--- config.mk ---
export PLATFORM = sky130hd
export DESIGN_NAME = config_init_sequencer
export DESIGN_NICKNAME = d
export VERILOG_FILES = /design/src/core/cfg_init_pkg.sv /design/src/core/config_init_sequencer.sv
export SDC_FILE = /design/constraint.sdc
export NUM_CORES = 1
export LEC_CHECK = 0
export BUFFER_PORTS_ARGS = -buffer_cell sky130_fd_sc_hd__buf_2
export CORE_MARGIN = 5
export CORE_UTILIZATION = 56
export CTS_CLUSTER_SIZE = 10
export DETAILED_ROUTE_END_ITERATION = 8
export GPL_TIMING_DRIVEN = 1
export PLACE_DENSITY = 0.8
export SYNTH_ARGS = -nofsm -noshare
export SYNTH_HDL_FRONTEND = slang
export SYNTH_SLANG_ARGS = --single-unit
--- constraint.sdc ---
create_clock -name clk_sys -period 3.85 [get_ports clk_sys]
set_input_delay 0.5775 -clock clk_sys [delete_from_list [all_inputs] [get_ports clk_sys]]
set_output_delay 0.5775 -clock clk_sys [all_outputs]
set_load 0.05 [all_outputs]
--- src/core/cfg_init_pkg.sv ---
package cfg_init_pkg;

  // Clocking
  localparam int CLK_PERIOD_NS = 20;
  localparam int CLK_HZ = 50_000_000;
  localparam int OSC_HZ = 10_000_000;
  localparam int OSC_DIV = CLK_HZ / OSC_HZ;
  localparam logic [2:0] OSC_DIV_LAST = 3'(OSC_DIV - 1);

  // Initialization and error recovery timing
  localparam int INIT_CYCLES = 3185;
  localparam logic [11:0] INIT_LAST = 12'(INIT_CYCLES - 1);
  localparam int RESET_TIMEOUT_NS = 40_000;
  localparam int TIMEOUT_CYC = (RESET_TIMEOUT_NS + CLK_PERIOD_NS - 1) / CLK_PERIOD_NS;
  localparam logic [11:0] TIMEOUT_LAST = 12'(TIMEOUT_CYC - 1);

  // Register byte offsets
  localparam logic [7:0] ADDR_CTRL = 8'h00;
  localparam logic [7:0] ADDR_STATUS = 8'h04;
  localparam logic [7:0] ADDR_LENGTH = 8'h08;
  localparam logic [7:0] ADDR_COUNT = 8'h0c;
  localparam logic [7:0] ADDR_IRQ_STAT = 8'h10;
  localparam logic [7:0] ADDR_IRQ_MASK = 8'h14;

  // Reset values
  localparam logic [31:0] CTRL_RST = 32'h0000_0002;
  localparam logic [15:0] LENGTH_RST = 16'h0100;
  localparam logic [2:0] IRQ_MASK_RST = 3'h0;

  // Escape byte of the compressed stream: next byte is a zero-run length minus one
  localparam logic [7:0] ESC_BYTE = 8'h00;

  typedef struct packed {
    logic [25:0] rsvd;
    logic user_io_drive;
    logic user_io_out;
    logic compress_en;
    logic auto_restart;
    logic init_done_en;
    logic ext_clk_sel;
  } ctrl_t;

  typedef struct packed {
    logic cfg_error;
    logic user_mode;
    logic load_done;
  } irq_t;

  typedef struct packed {
    logic [7:0] data;
    logic last;
  } cfg_beat_t;

  typedef enum logic [2:0] {
    ST_IDLE,
    ST_LOAD,
    ST_INIT,
    ST_USER,
    ST_ERROR
  } seq_state_t;

endpackage : cfg_init_pkg

--- src/core/config_init_sequencer.sv ---
// The address map and the Wishbone interface to the registers were decided locally.
`timescale 1ns/1ps

// Operation
// - Initialization clock defaults to the internal 10 MHz oscillator tick.
// - A control bit picks internal oscillator or external startup clock pin.
// - External startup clock only drives initialization counting, never the load.
// - After load complete, count 3185 initialization clocks, then enter user mode.
// - Without external clock selected, startup clock pin is plain user I/O.
// - Init-complete pin makes one low-to-high step at start of user mode.
// - Init-complete pin is optional, open-drain: pulled low or released.
// - On error with auto-restart, pull status pin low and reset internally.
// - After reset time-out, release the status pin so pull-up raises it.
// - Compressed stream is expanded on the fly while loading.
module config_init_sequencer
  import cfg_init_pkg::*;
(
  // Clock and reset
  input wire logic clk_sys,
  input wire logic rst_b,
  // Wishbone slave
  input wire logic wb_cyc_i,
  input wire logic wb_stb_i,
  input wire logic wb_we_i,
  input wire logic [7:0] wb_adr_i,
  input wire logic [3:0] wb_sel_i,
  input wire logic [31:0] wb_dat_i,
  output logic [31:0] wb_dat_o,
  output logic wb_ack_o,
  // Interrupt
  output logic irq,
  // Configuration stream in
  input wire logic cfg_valid,
  input wire cfg_beat_t cfg_beat,
  output logic cfg_ready,
  // Expanded configuration bytes out
  output logic out_valid,
  output logic [7:0] out_data,
  // Sequencer state
  output logic load_complete_flag,
  output logic user_mode,
  input wire logic restart_req,
  // Startup clock pin
  input wire logic user_startup_clock_pin_i,
  output logic user_startup_clock_pin_o,
  output logic user_startup_clock_pin_oe_b,
  // Init-complete pin
  output logic init_done_pin_o,
  output logic init_done_pin_oe_b,
  // Status pin
  input wire logic config_error_status_pin_i,
  output logic config_error_status_pin_o,
  output logic config_error_status_pin_oe_b
);

  // Bus group
  ctrl_t ctrl_ff, nxt_ctrl;
  logic [15:0] length_ff, nxt_length;
  irq_t irq_stat_ff, nxt_irq_stat;
  irq_t irq_mask_ff, nxt_irq_mask;
  logic ack_ff, nxt_ack;
  logic [31:0] rdata_ff, nxt_rdata;

  // Sequencer group
  seq_state_t st_ff, nxt_st;
  logic [15:0] byte_cnt_ff, nxt_byte_cnt;
  logic [7:0] run_cnt_ff, nxt_run_cnt;
  logic esc_pend_ff, nxt_esc_pend;
  logic last_pend_ff, nxt_last_pend;
  logic [11:0] init_cnt_ff, nxt_init_cnt;
  logic [11:0] tmo_cnt_ff, nxt_tmo_cnt;
  logic [2:0] osc_cnt_ff, nxt_osc_cnt;
  logic ext_prev_ff, nxt_ext_prev;
  logic oval_ff, nxt_oval;
  logic [7:0] odata_ff, nxt_odata;

  logic [31:0] wmask;
  logic bus_wr;
  logic [31:0] count_word;
  logic [31:0] status_word;
  logic osc_tick;
  logic ext_tick;
  logic init_tick;
  logic accept;
  irq_t ev;

  // Byte-lane write mask
  genvar g;
  generate
    for (g = 0; g < 4; g++) begin : g_lane
      assign wmask[g*8 +: 8] = {8{wb_sel_i[g]}};
    end
  endgenerate

  // Write strobe and read-only views
  assign bus_wr = wb_cyc_i & wb_stb_i & wb_we_i & ack_ff;
  assign count_word = {init_cnt_ff, 4'h0, byte_cnt_ff};
  assign status_word = {27'h0, config_error_status_pin_i, user_startup_clock_pin_i, st_ff};

  // Register access; writes land on the edge where ack is seen
  always_comb begin
    nxt_ctrl = ctrl_ff;
    nxt_length = length_ff;
    nxt_irq_mask = irq_mask_ff;
    nxt_irq_stat = irq_stat_ff;
    nxt_ack = wb_cyc_i & wb_stb_i & ~ack_ff;
    nxt_rdata = 32'h0000_0000;
    if (bus_wr) begin
      if (wb_adr_i == ADDR_CTRL) begin
        nxt_ctrl = (ctrl_ff & ~wmask) | (wb_dat_i & wmask);
        nxt_ctrl.rsvd = '0;
      end else if (wb_adr_i == ADDR_LENGTH) begin
        nxt_length = (length_ff & ~wmask[15:0]) | (wb_dat_i[15:0] & wmask[15:0]);
      end else if (wb_adr_i == ADDR_IRQ_MASK) begin
        nxt_irq_mask = (irq_mask_ff & ~wmask[2:0]) | (wb_dat_i[2:0] & wmask[2:0]);
      end else if (wb_adr_i == ADDR_IRQ_STAT) begin
        nxt_irq_stat = irq_stat_ff & ~(wb_dat_i[2:0] & wmask[2:0]);
      end
    end
    // Hardware set wins over a clear in the same cycle
    nxt_irq_stat = nxt_irq_stat | ev;
    if (nxt_ack & ~wb_we_i) begin
      if (wb_adr_i == ADDR_CTRL) begin
        nxt_rdata = ctrl_ff;
      end else if (wb_adr_i == ADDR_STATUS) begin
        nxt_rdata = status_word;
      end else if (wb_adr_i == ADDR_LENGTH) begin
        nxt_rdata = {16'h0000, length_ff};
      end else if (wb_adr_i == ADDR_COUNT) begin
        nxt_rdata = count_word;
      end else if (wb_adr_i == ADDR_IRQ_STAT) begin
        nxt_rdata = {29'h0, irq_stat_ff};
      end else if (wb_adr_i == ADDR_IRQ_MASK) begin
        nxt_rdata = {29'h0, irq_mask_ff};
      end else begin
        nxt_rdata = 32'h0000_0000;
      end
    end
  end

  always_ff @(posedge clk_sys or negedge rst_b) begin
    if (!rst_b) begin
      ctrl_ff <= CTRL_RST;
      length_ff <= LENGTH_RST;
      irq_stat_ff <= '0;
      irq_mask_ff <= IRQ_MASK_RST;
      ack_ff <= 1'b0;
      rdata_ff <= 32'h0000_0000;
    end else begin
      ctrl_ff <= nxt_ctrl;
      length_ff <= nxt_length;
      irq_stat_ff <= nxt_irq_stat;
      irq_mask_ff <= nxt_irq_mask;
      ack_ff <= nxt_ack;
      rdata_ff <= nxt_rdata;
    end
  end

  assign wb_ack_o = ack_ff;
  assign wb_dat_o = rdata_ff;
  // Level interrupt from unmasked sticky bits
  assign irq = |(irq_stat_ff & irq_mask_ff);

  // Initialization clock sources
  assign osc_tick = (osc_cnt_ff == OSC_DIV_LAST);
  // Rising edge of the startup pin
  assign ext_tick = user_startup_clock_pin_i & ~ext_prev_ff;
  assign init_tick = ctrl_ff.ext_clk_sel ? ext_tick : osc_tick;

  // Stream is taken only while loading and no zero run is pending
  assign accept = cfg_valid & cfg_ready;
  assign cfg_ready = (st_ff == ST_LOAD) & (run_cnt_ff == 8'h00) & ~last_pend_ff;

  always_comb begin
    nxt_st = st_ff;
    nxt_byte_cnt = byte_cnt_ff;
    nxt_run_cnt = run_cnt_ff;
    nxt_esc_pend = esc_pend_ff;
    nxt_last_pend = last_pend_ff;
    nxt_init_cnt = init_cnt_ff;
    nxt_tmo_cnt = tmo_cnt_ff;
    nxt_osc_cnt = osc_tick ? 3'h0 : 3'(osc_cnt_ff + 3'h1);
    nxt_ext_prev = user_startup_clock_pin_i;
    nxt_oval = 1'b0;
    nxt_odata = odata_ff;
    ev = '0;
    case (st_ff)
      ST_IDLE: begin
        // Internal reset of load and init state
        nxt_byte_cnt = 16'h0000;
        nxt_run_cnt = 8'h00;
        nxt_esc_pend = 1'b0;
        nxt_last_pend = 1'b0;
        nxt_init_cnt = 12'h000;
        nxt_tmo_cnt = 12'h000;
        if (config_error_status_pin_i) begin
          nxt_st = ST_LOAD;
        end
      end
      ST_LOAD: begin
        // Pending zero run goes out first, one byte a cycle
        if (run_cnt_ff != 8'h00) begin
          nxt_oval = 1'b1;
          nxt_odata = 8'h00;
          nxt_run_cnt = 8'(run_cnt_ff - 8'h01);
        end else if (accept) begin
          nxt_last_pend = cfg_beat.last;
          if (esc_pend_ff) begin
            nxt_oval = 1'b1;
            nxt_odata = 8'h00;
            nxt_run_cnt = cfg_beat.data;
            nxt_esc_pend = 1'b0;
          end else if (ctrl_ff.compress_en && cfg_beat.data == ESC_BYTE) begin
            nxt_esc_pend = 1'b1;
          end else begin
            nxt_oval = 1'b1;
            nxt_odata = cfg_beat.data;
          end
        end else if (last_pend_ff) begin
          nxt_st = ST_ERROR; // Stream ended short of the length
          ev.cfg_error = 1'b1;
        end
        // Expanded byte count ends the load
        if (nxt_oval) begin
          nxt_byte_cnt = 16'(byte_cnt_ff + 16'h0001);
          if (nxt_byte_cnt == length_ff) begin
            nxt_st = ST_INIT;
            ev.load_done = 1'b1;
          end
        end
      end
      ST_INIT: begin
        if (init_tick) begin
          nxt_init_cnt = 12'(init_cnt_ff + 12'h001);
          if (init_cnt_ff == INIT_LAST) begin
            nxt_st = ST_USER;
            ev.user_mode = 1'b1;
          end
        end
      end
      ST_USER: begin
        nxt_st = ST_USER;
      end
      ST_ERROR: begin
        // Time-out runs only with auto-restart
        if (ctrl_ff.auto_restart) begin
          nxt_tmo_cnt = 12'(tmo_cnt_ff + 12'h001);
          if (tmo_cnt_ff == TIMEOUT_LAST) begin
            nxt_st = ST_IDLE;
          end
        end else if (restart_req) begin
          nxt_st = ST_IDLE;
        end
      end
      default: begin
        nxt_st = ST_IDLE;
      end
    endcase
  end

  always_ff @(posedge clk_sys or negedge rst_b) begin
    if (!rst_b) begin
      st_ff <= ST_IDLE;
      byte_cnt_ff <= 16'h0000;
      run_cnt_ff <= 8'h00;
      esc_pend_ff <= 1'b0;
      last_pend_ff <= 1'b0;
      init_cnt_ff <= 12'h000;
      tmo_cnt_ff <= 12'h000;
      osc_cnt_ff <= 3'h0;
      ext_prev_ff <= 1'b0;
      oval_ff <= 1'b0;
      odata_ff <= 8'h00;
    end else begin
      st_ff <= nxt_st;
      byte_cnt_ff <= nxt_byte_cnt;
      run_cnt_ff <= nxt_run_cnt;
      esc_pend_ff <= nxt_esc_pend;
      last_pend_ff <= nxt_last_pend;
      init_cnt_ff <= nxt_init_cnt;
      tmo_cnt_ff <= nxt_tmo_cnt;
      osc_cnt_ff <= nxt_osc_cnt;
      ext_prev_ff <= nxt_ext_prev;
      oval_ff <= nxt_oval;
      odata_ff <= nxt_odata;
    end
  end

  // Expanded bytes and state flags
  assign out_valid = oval_ff;
  assign out_data = odata_ff;
  assign load_complete_flag = (st_ff == ST_INIT) | (st_ff == ST_USER);
  assign user_mode = (st_ff == ST_USER);

  // Pins
  // Open-drain init-complete and status pins: output tied low, only the enable moves
  assign user_startup_clock_pin_o = ~ctrl_ff.ext_clk_sel & ctrl_ff.user_io_out;
  assign user_startup_clock_pin_oe_b = ctrl_ff.ext_clk_sel | ~ctrl_ff.user_io_drive;
  assign init_done_pin_o = 1'b0;
  assign init_done_pin_oe_b = ~ctrl_ff.init_done_en | (st_ff == ST_USER);
  assign config_error_status_pin_o = 1'b0;
  assign config_error_status_pin_oe_b = (st_ff != ST_ERROR);

endmodule : config_init_sequencer

==> flow_metrics.py <==
metrics = {
    "status": {
        "status": "finished clean",
    },
    "global_route": {
        "grt_start_max_net_pins": 79,
        "grt_usage_pct": 23.95,
        "grt_overflow": 0,
        "grt_pass1_wl_um": 25470,
        "antenna_found_initial": 0,
        "grt_pass1_vias": 5138,
    },
    "clocking": {
        "postCtsHoldBufs": 0,
        "numCtsBuffers": 17,
        "clk_latency_ns": 0.42,
        "post_cts_resized": 0,
        "cts_tree": "done",
        "path_clk_slew_ns": 0.06,
        "root_buffer": "clkbuf_16",
        "clkSinkCount": 123,
        "postCtsSetupBuffers": 0,
        "cts.htree.levels": 4,
        "clockBufferDepth": 2,
    },
    "layout": {
        "area_delta_synth_final_pct": 17.32,
        "drive_gt1_share_pct": 23.32,
        "multi_input_area_mm2": 0.003062,
        "seqCellArea_mm2": 0.003080,
        "antenna_cells": 0,
        "nets": 802,
        "fill_cells": 871,
        "instances_no_fill": 889,
    },
    "critical_path": {
        "critical_path_class": "flip-flop to output pin",
        "worstPathArrival_ns": 2.60,
        "cp-start-kind": "flip-flop",
        "rrSetupSlack_ns": 1.10,
        "worstReg2RegStart": "run_cnt_ff[0]$_DFFE_PN0P_",
        "worstPathRequired_ns": 3.27,
        "reg2reg_depth": 8,
        "cp_max_fo": 21,
        "r2r_end": "byte_cnt_ff[10]$_DFFE_PN0P_",
        "cp-end-kind": "output pin",
    },
    "yosys": {
        "synth_seq_area_share_pct": 48.40,
        "synth_area_per_cell_um2": 9.747,
        "synth-simple-area-share_pct": 21.88,
        "synth_compound_area_share_pct": 13.33,
        "yosys.area.top_type_share_pct": 47.57,
        "synth_area_leaders": "dfrtp_1 48%, mux2_2 5.3%, nand2_1 3.8%, nor2_1 3.7%, o21ai_0 3.1%",
        "post-synth-top-count-cell": "dfrtp_1",
        "synthAdderAreaFrac_pct": 1.376,
        "synth_edf_count": 0,
        "yosys.area_share.xor_xnor_pct": 5.229,
        "synthDistinctLibCells": 73,
        "synthCells": 653,
        "synth_common_cells": "121 x dfrtp_1, 65 x nand2_1, 63 x nor2_1",
        "synth-seq-cells": 123,
        "synth_top_family_by_area": "simple AND/OR/NAND/NOR gates",
        "netlist_area_mm2": 0.006365,
        "yosysWarningCount": 0,
        "synth_top_cell_by_area": "dfrtp_1",
        "muxShareOfSynthArea_pct": 5.937,
        "synth-main-ff-cell": "dfrtp_1",
        "async_flop_share_pct": 100.0,
    },
    "detailed_routing": {
        "viasPerCell": 5.916,
        "drtPass1Iterations": 7,
        "drtAntennaViolNets": 0,
        "routed_wirelength_um": 15460,
        "wl_per_cell_um": 17.39,
        "drtIter0Drc": 380,
        "top_layer_used": "met4",
        "drcViolationCount": 0,
        "wl_met3_um": 1042,
        "routed-wl-met2_um": 7267,
        "drt-met1-wl_um": 6813,
        "vias": 5259,
    },
    "sta": {
        "slew_violations": 0,
        "holdWs_ns": 0.3150,
        "worst_pin_slew_ns": 0.9466,
        "period_share_pct": 82.50,
        "fin_tns_setup_ns": 0,
        "finalSetupViolations": 0,
        "post-route-min-period_ns": 3.176,
        "finalHoldViolations": 0,
        "rsz0062_at_grt": "false",
        "max_freq_mhz": 314.8,
        "worst_clock_skew_ns": 0.006863,
        "relSlewSlack_pct": 36.89,
    },
    "die": {
        "num_io_pins": 114,
        "die_w_um": 116.6,
        "num_rows": 39,
        "start_util_pct": 56.47,
        "die_h_um": 116.6,
        "die_area_mm2": 0.01360,
        "core-area_mm2": 0.01127,
    },
    "placement": {
        "hpwlAfterDp_um": 10840,
        "portBuffers": 89,
        "dp.cells": 857,
        "gp_congestion": 0.9092,
    },
    "job": {
        "drv_cap": 0,
    },
    "pwr": {
        "power.leakage_nw": 3.478,
        "total_power_mw": 4.382,
        "peakVddDrop_mv": 0.3800,
        "power_per_cell_area_mw_per_mm2": 586.8,
    },
    "min_path": {
        "hp-class": "primary input to async pin",
    },
}
-- area by class of cell --
class | instances | share of cell area, %
flip-flops and latches | 123 | 41.25
multi-input cells | 486 | 41.00
repair buffers | 93 | 6.401
clock buffers | 18 | 5.747
clock inverters | 14 | 2.597
well taps | 143 | 2.396
inverters | 12 | 0.6032
-- per-stage QoR --
stage | setup slack [ns] | util [%] | instance area, µm²
2_1_floorplan | 0.7508 | - | 6384
3_3_place_gp | 1.052 | 60.72 | 6844
3_5_place_dp | 1.053 | 60.72 | 6844
4_1_cts | 0.6752 | 66.24 | 7467
5_1_grt | 0.5353 | 66.24 | 7467
6_report | 0.6738 | 66.24 | 7467
-- where the power goes --
group          switching (mW)  internal (mW)
Clock                   0.603           1.09
Combinational           0.795          0.369
Sequential              0.136           1.39
Total                    1.53           2.85
-- cells in the final DEF (no fill, tap or decap), types with 12 or more instances in the layout --
master / n
nand2_1: 65
o21ai_0: 39
o21ai_1: 17
and2_1: 18
clkbuf_16: 17
xor2_1: 17
xnor2_1: 21
a22oi_1: 12
nor2_1: 63
dfrtp_1: 121
nor3_1: 17
buf_2: 88
nand3_1: 19
a21oi_1: 22
mux2_2: 30
nand4_1: 13
-- cells by family (layout without fill, tap and decap cells) --
family	after synthesis	count (layout)
other	1	6
adders and majority gates	7	7
DFF	123	123
muxes	34	34
buffers and inverters	49	137
and+or+nand+nor	269	269
xor gates and xnor gates	38	38
AOI/OAI and AO/OA	132	132
-- how the worst max path moves through the flow --
stage	startpoint	end	slack, ns	cells after the start
floorplan	run_cnt_ff[0]$_DFFE_PN0P_	cfg_ready	0.75	6
global placement	wb_adr_i[1]	flip-flop	1.05	7
detailed placement	wb_adr_i[1]	flip-flop	1.05	7
CTS	st_ff[0]$_DFFE_PN0P_	cfg_ready	0.68	4
global route	st_ff[0]$_DFFE_PN0P_	cfg_ready	0.54	4
finish	st_ff[0]$_DFFE_PN0P_	cfg_ready	0.67	4
-- layer usage --
layer / GRT usage [%] / vias up
met5: 0 / -
met2: 38.52 / 189
li1: - / 2483
met4: 8.792 / 0
met3: 5.337 / 33
met1: 32.07 / 2554
-- worst max-delay path: stages, from the launching register on --
cell and delay, ns:
dfrtp_1 0.61, nor2b_1 0.29, nand2b_1 0.52, nor3_1 0.44
buf_2 0.33
Note: power is estimated with default switching activity, not from simulation.
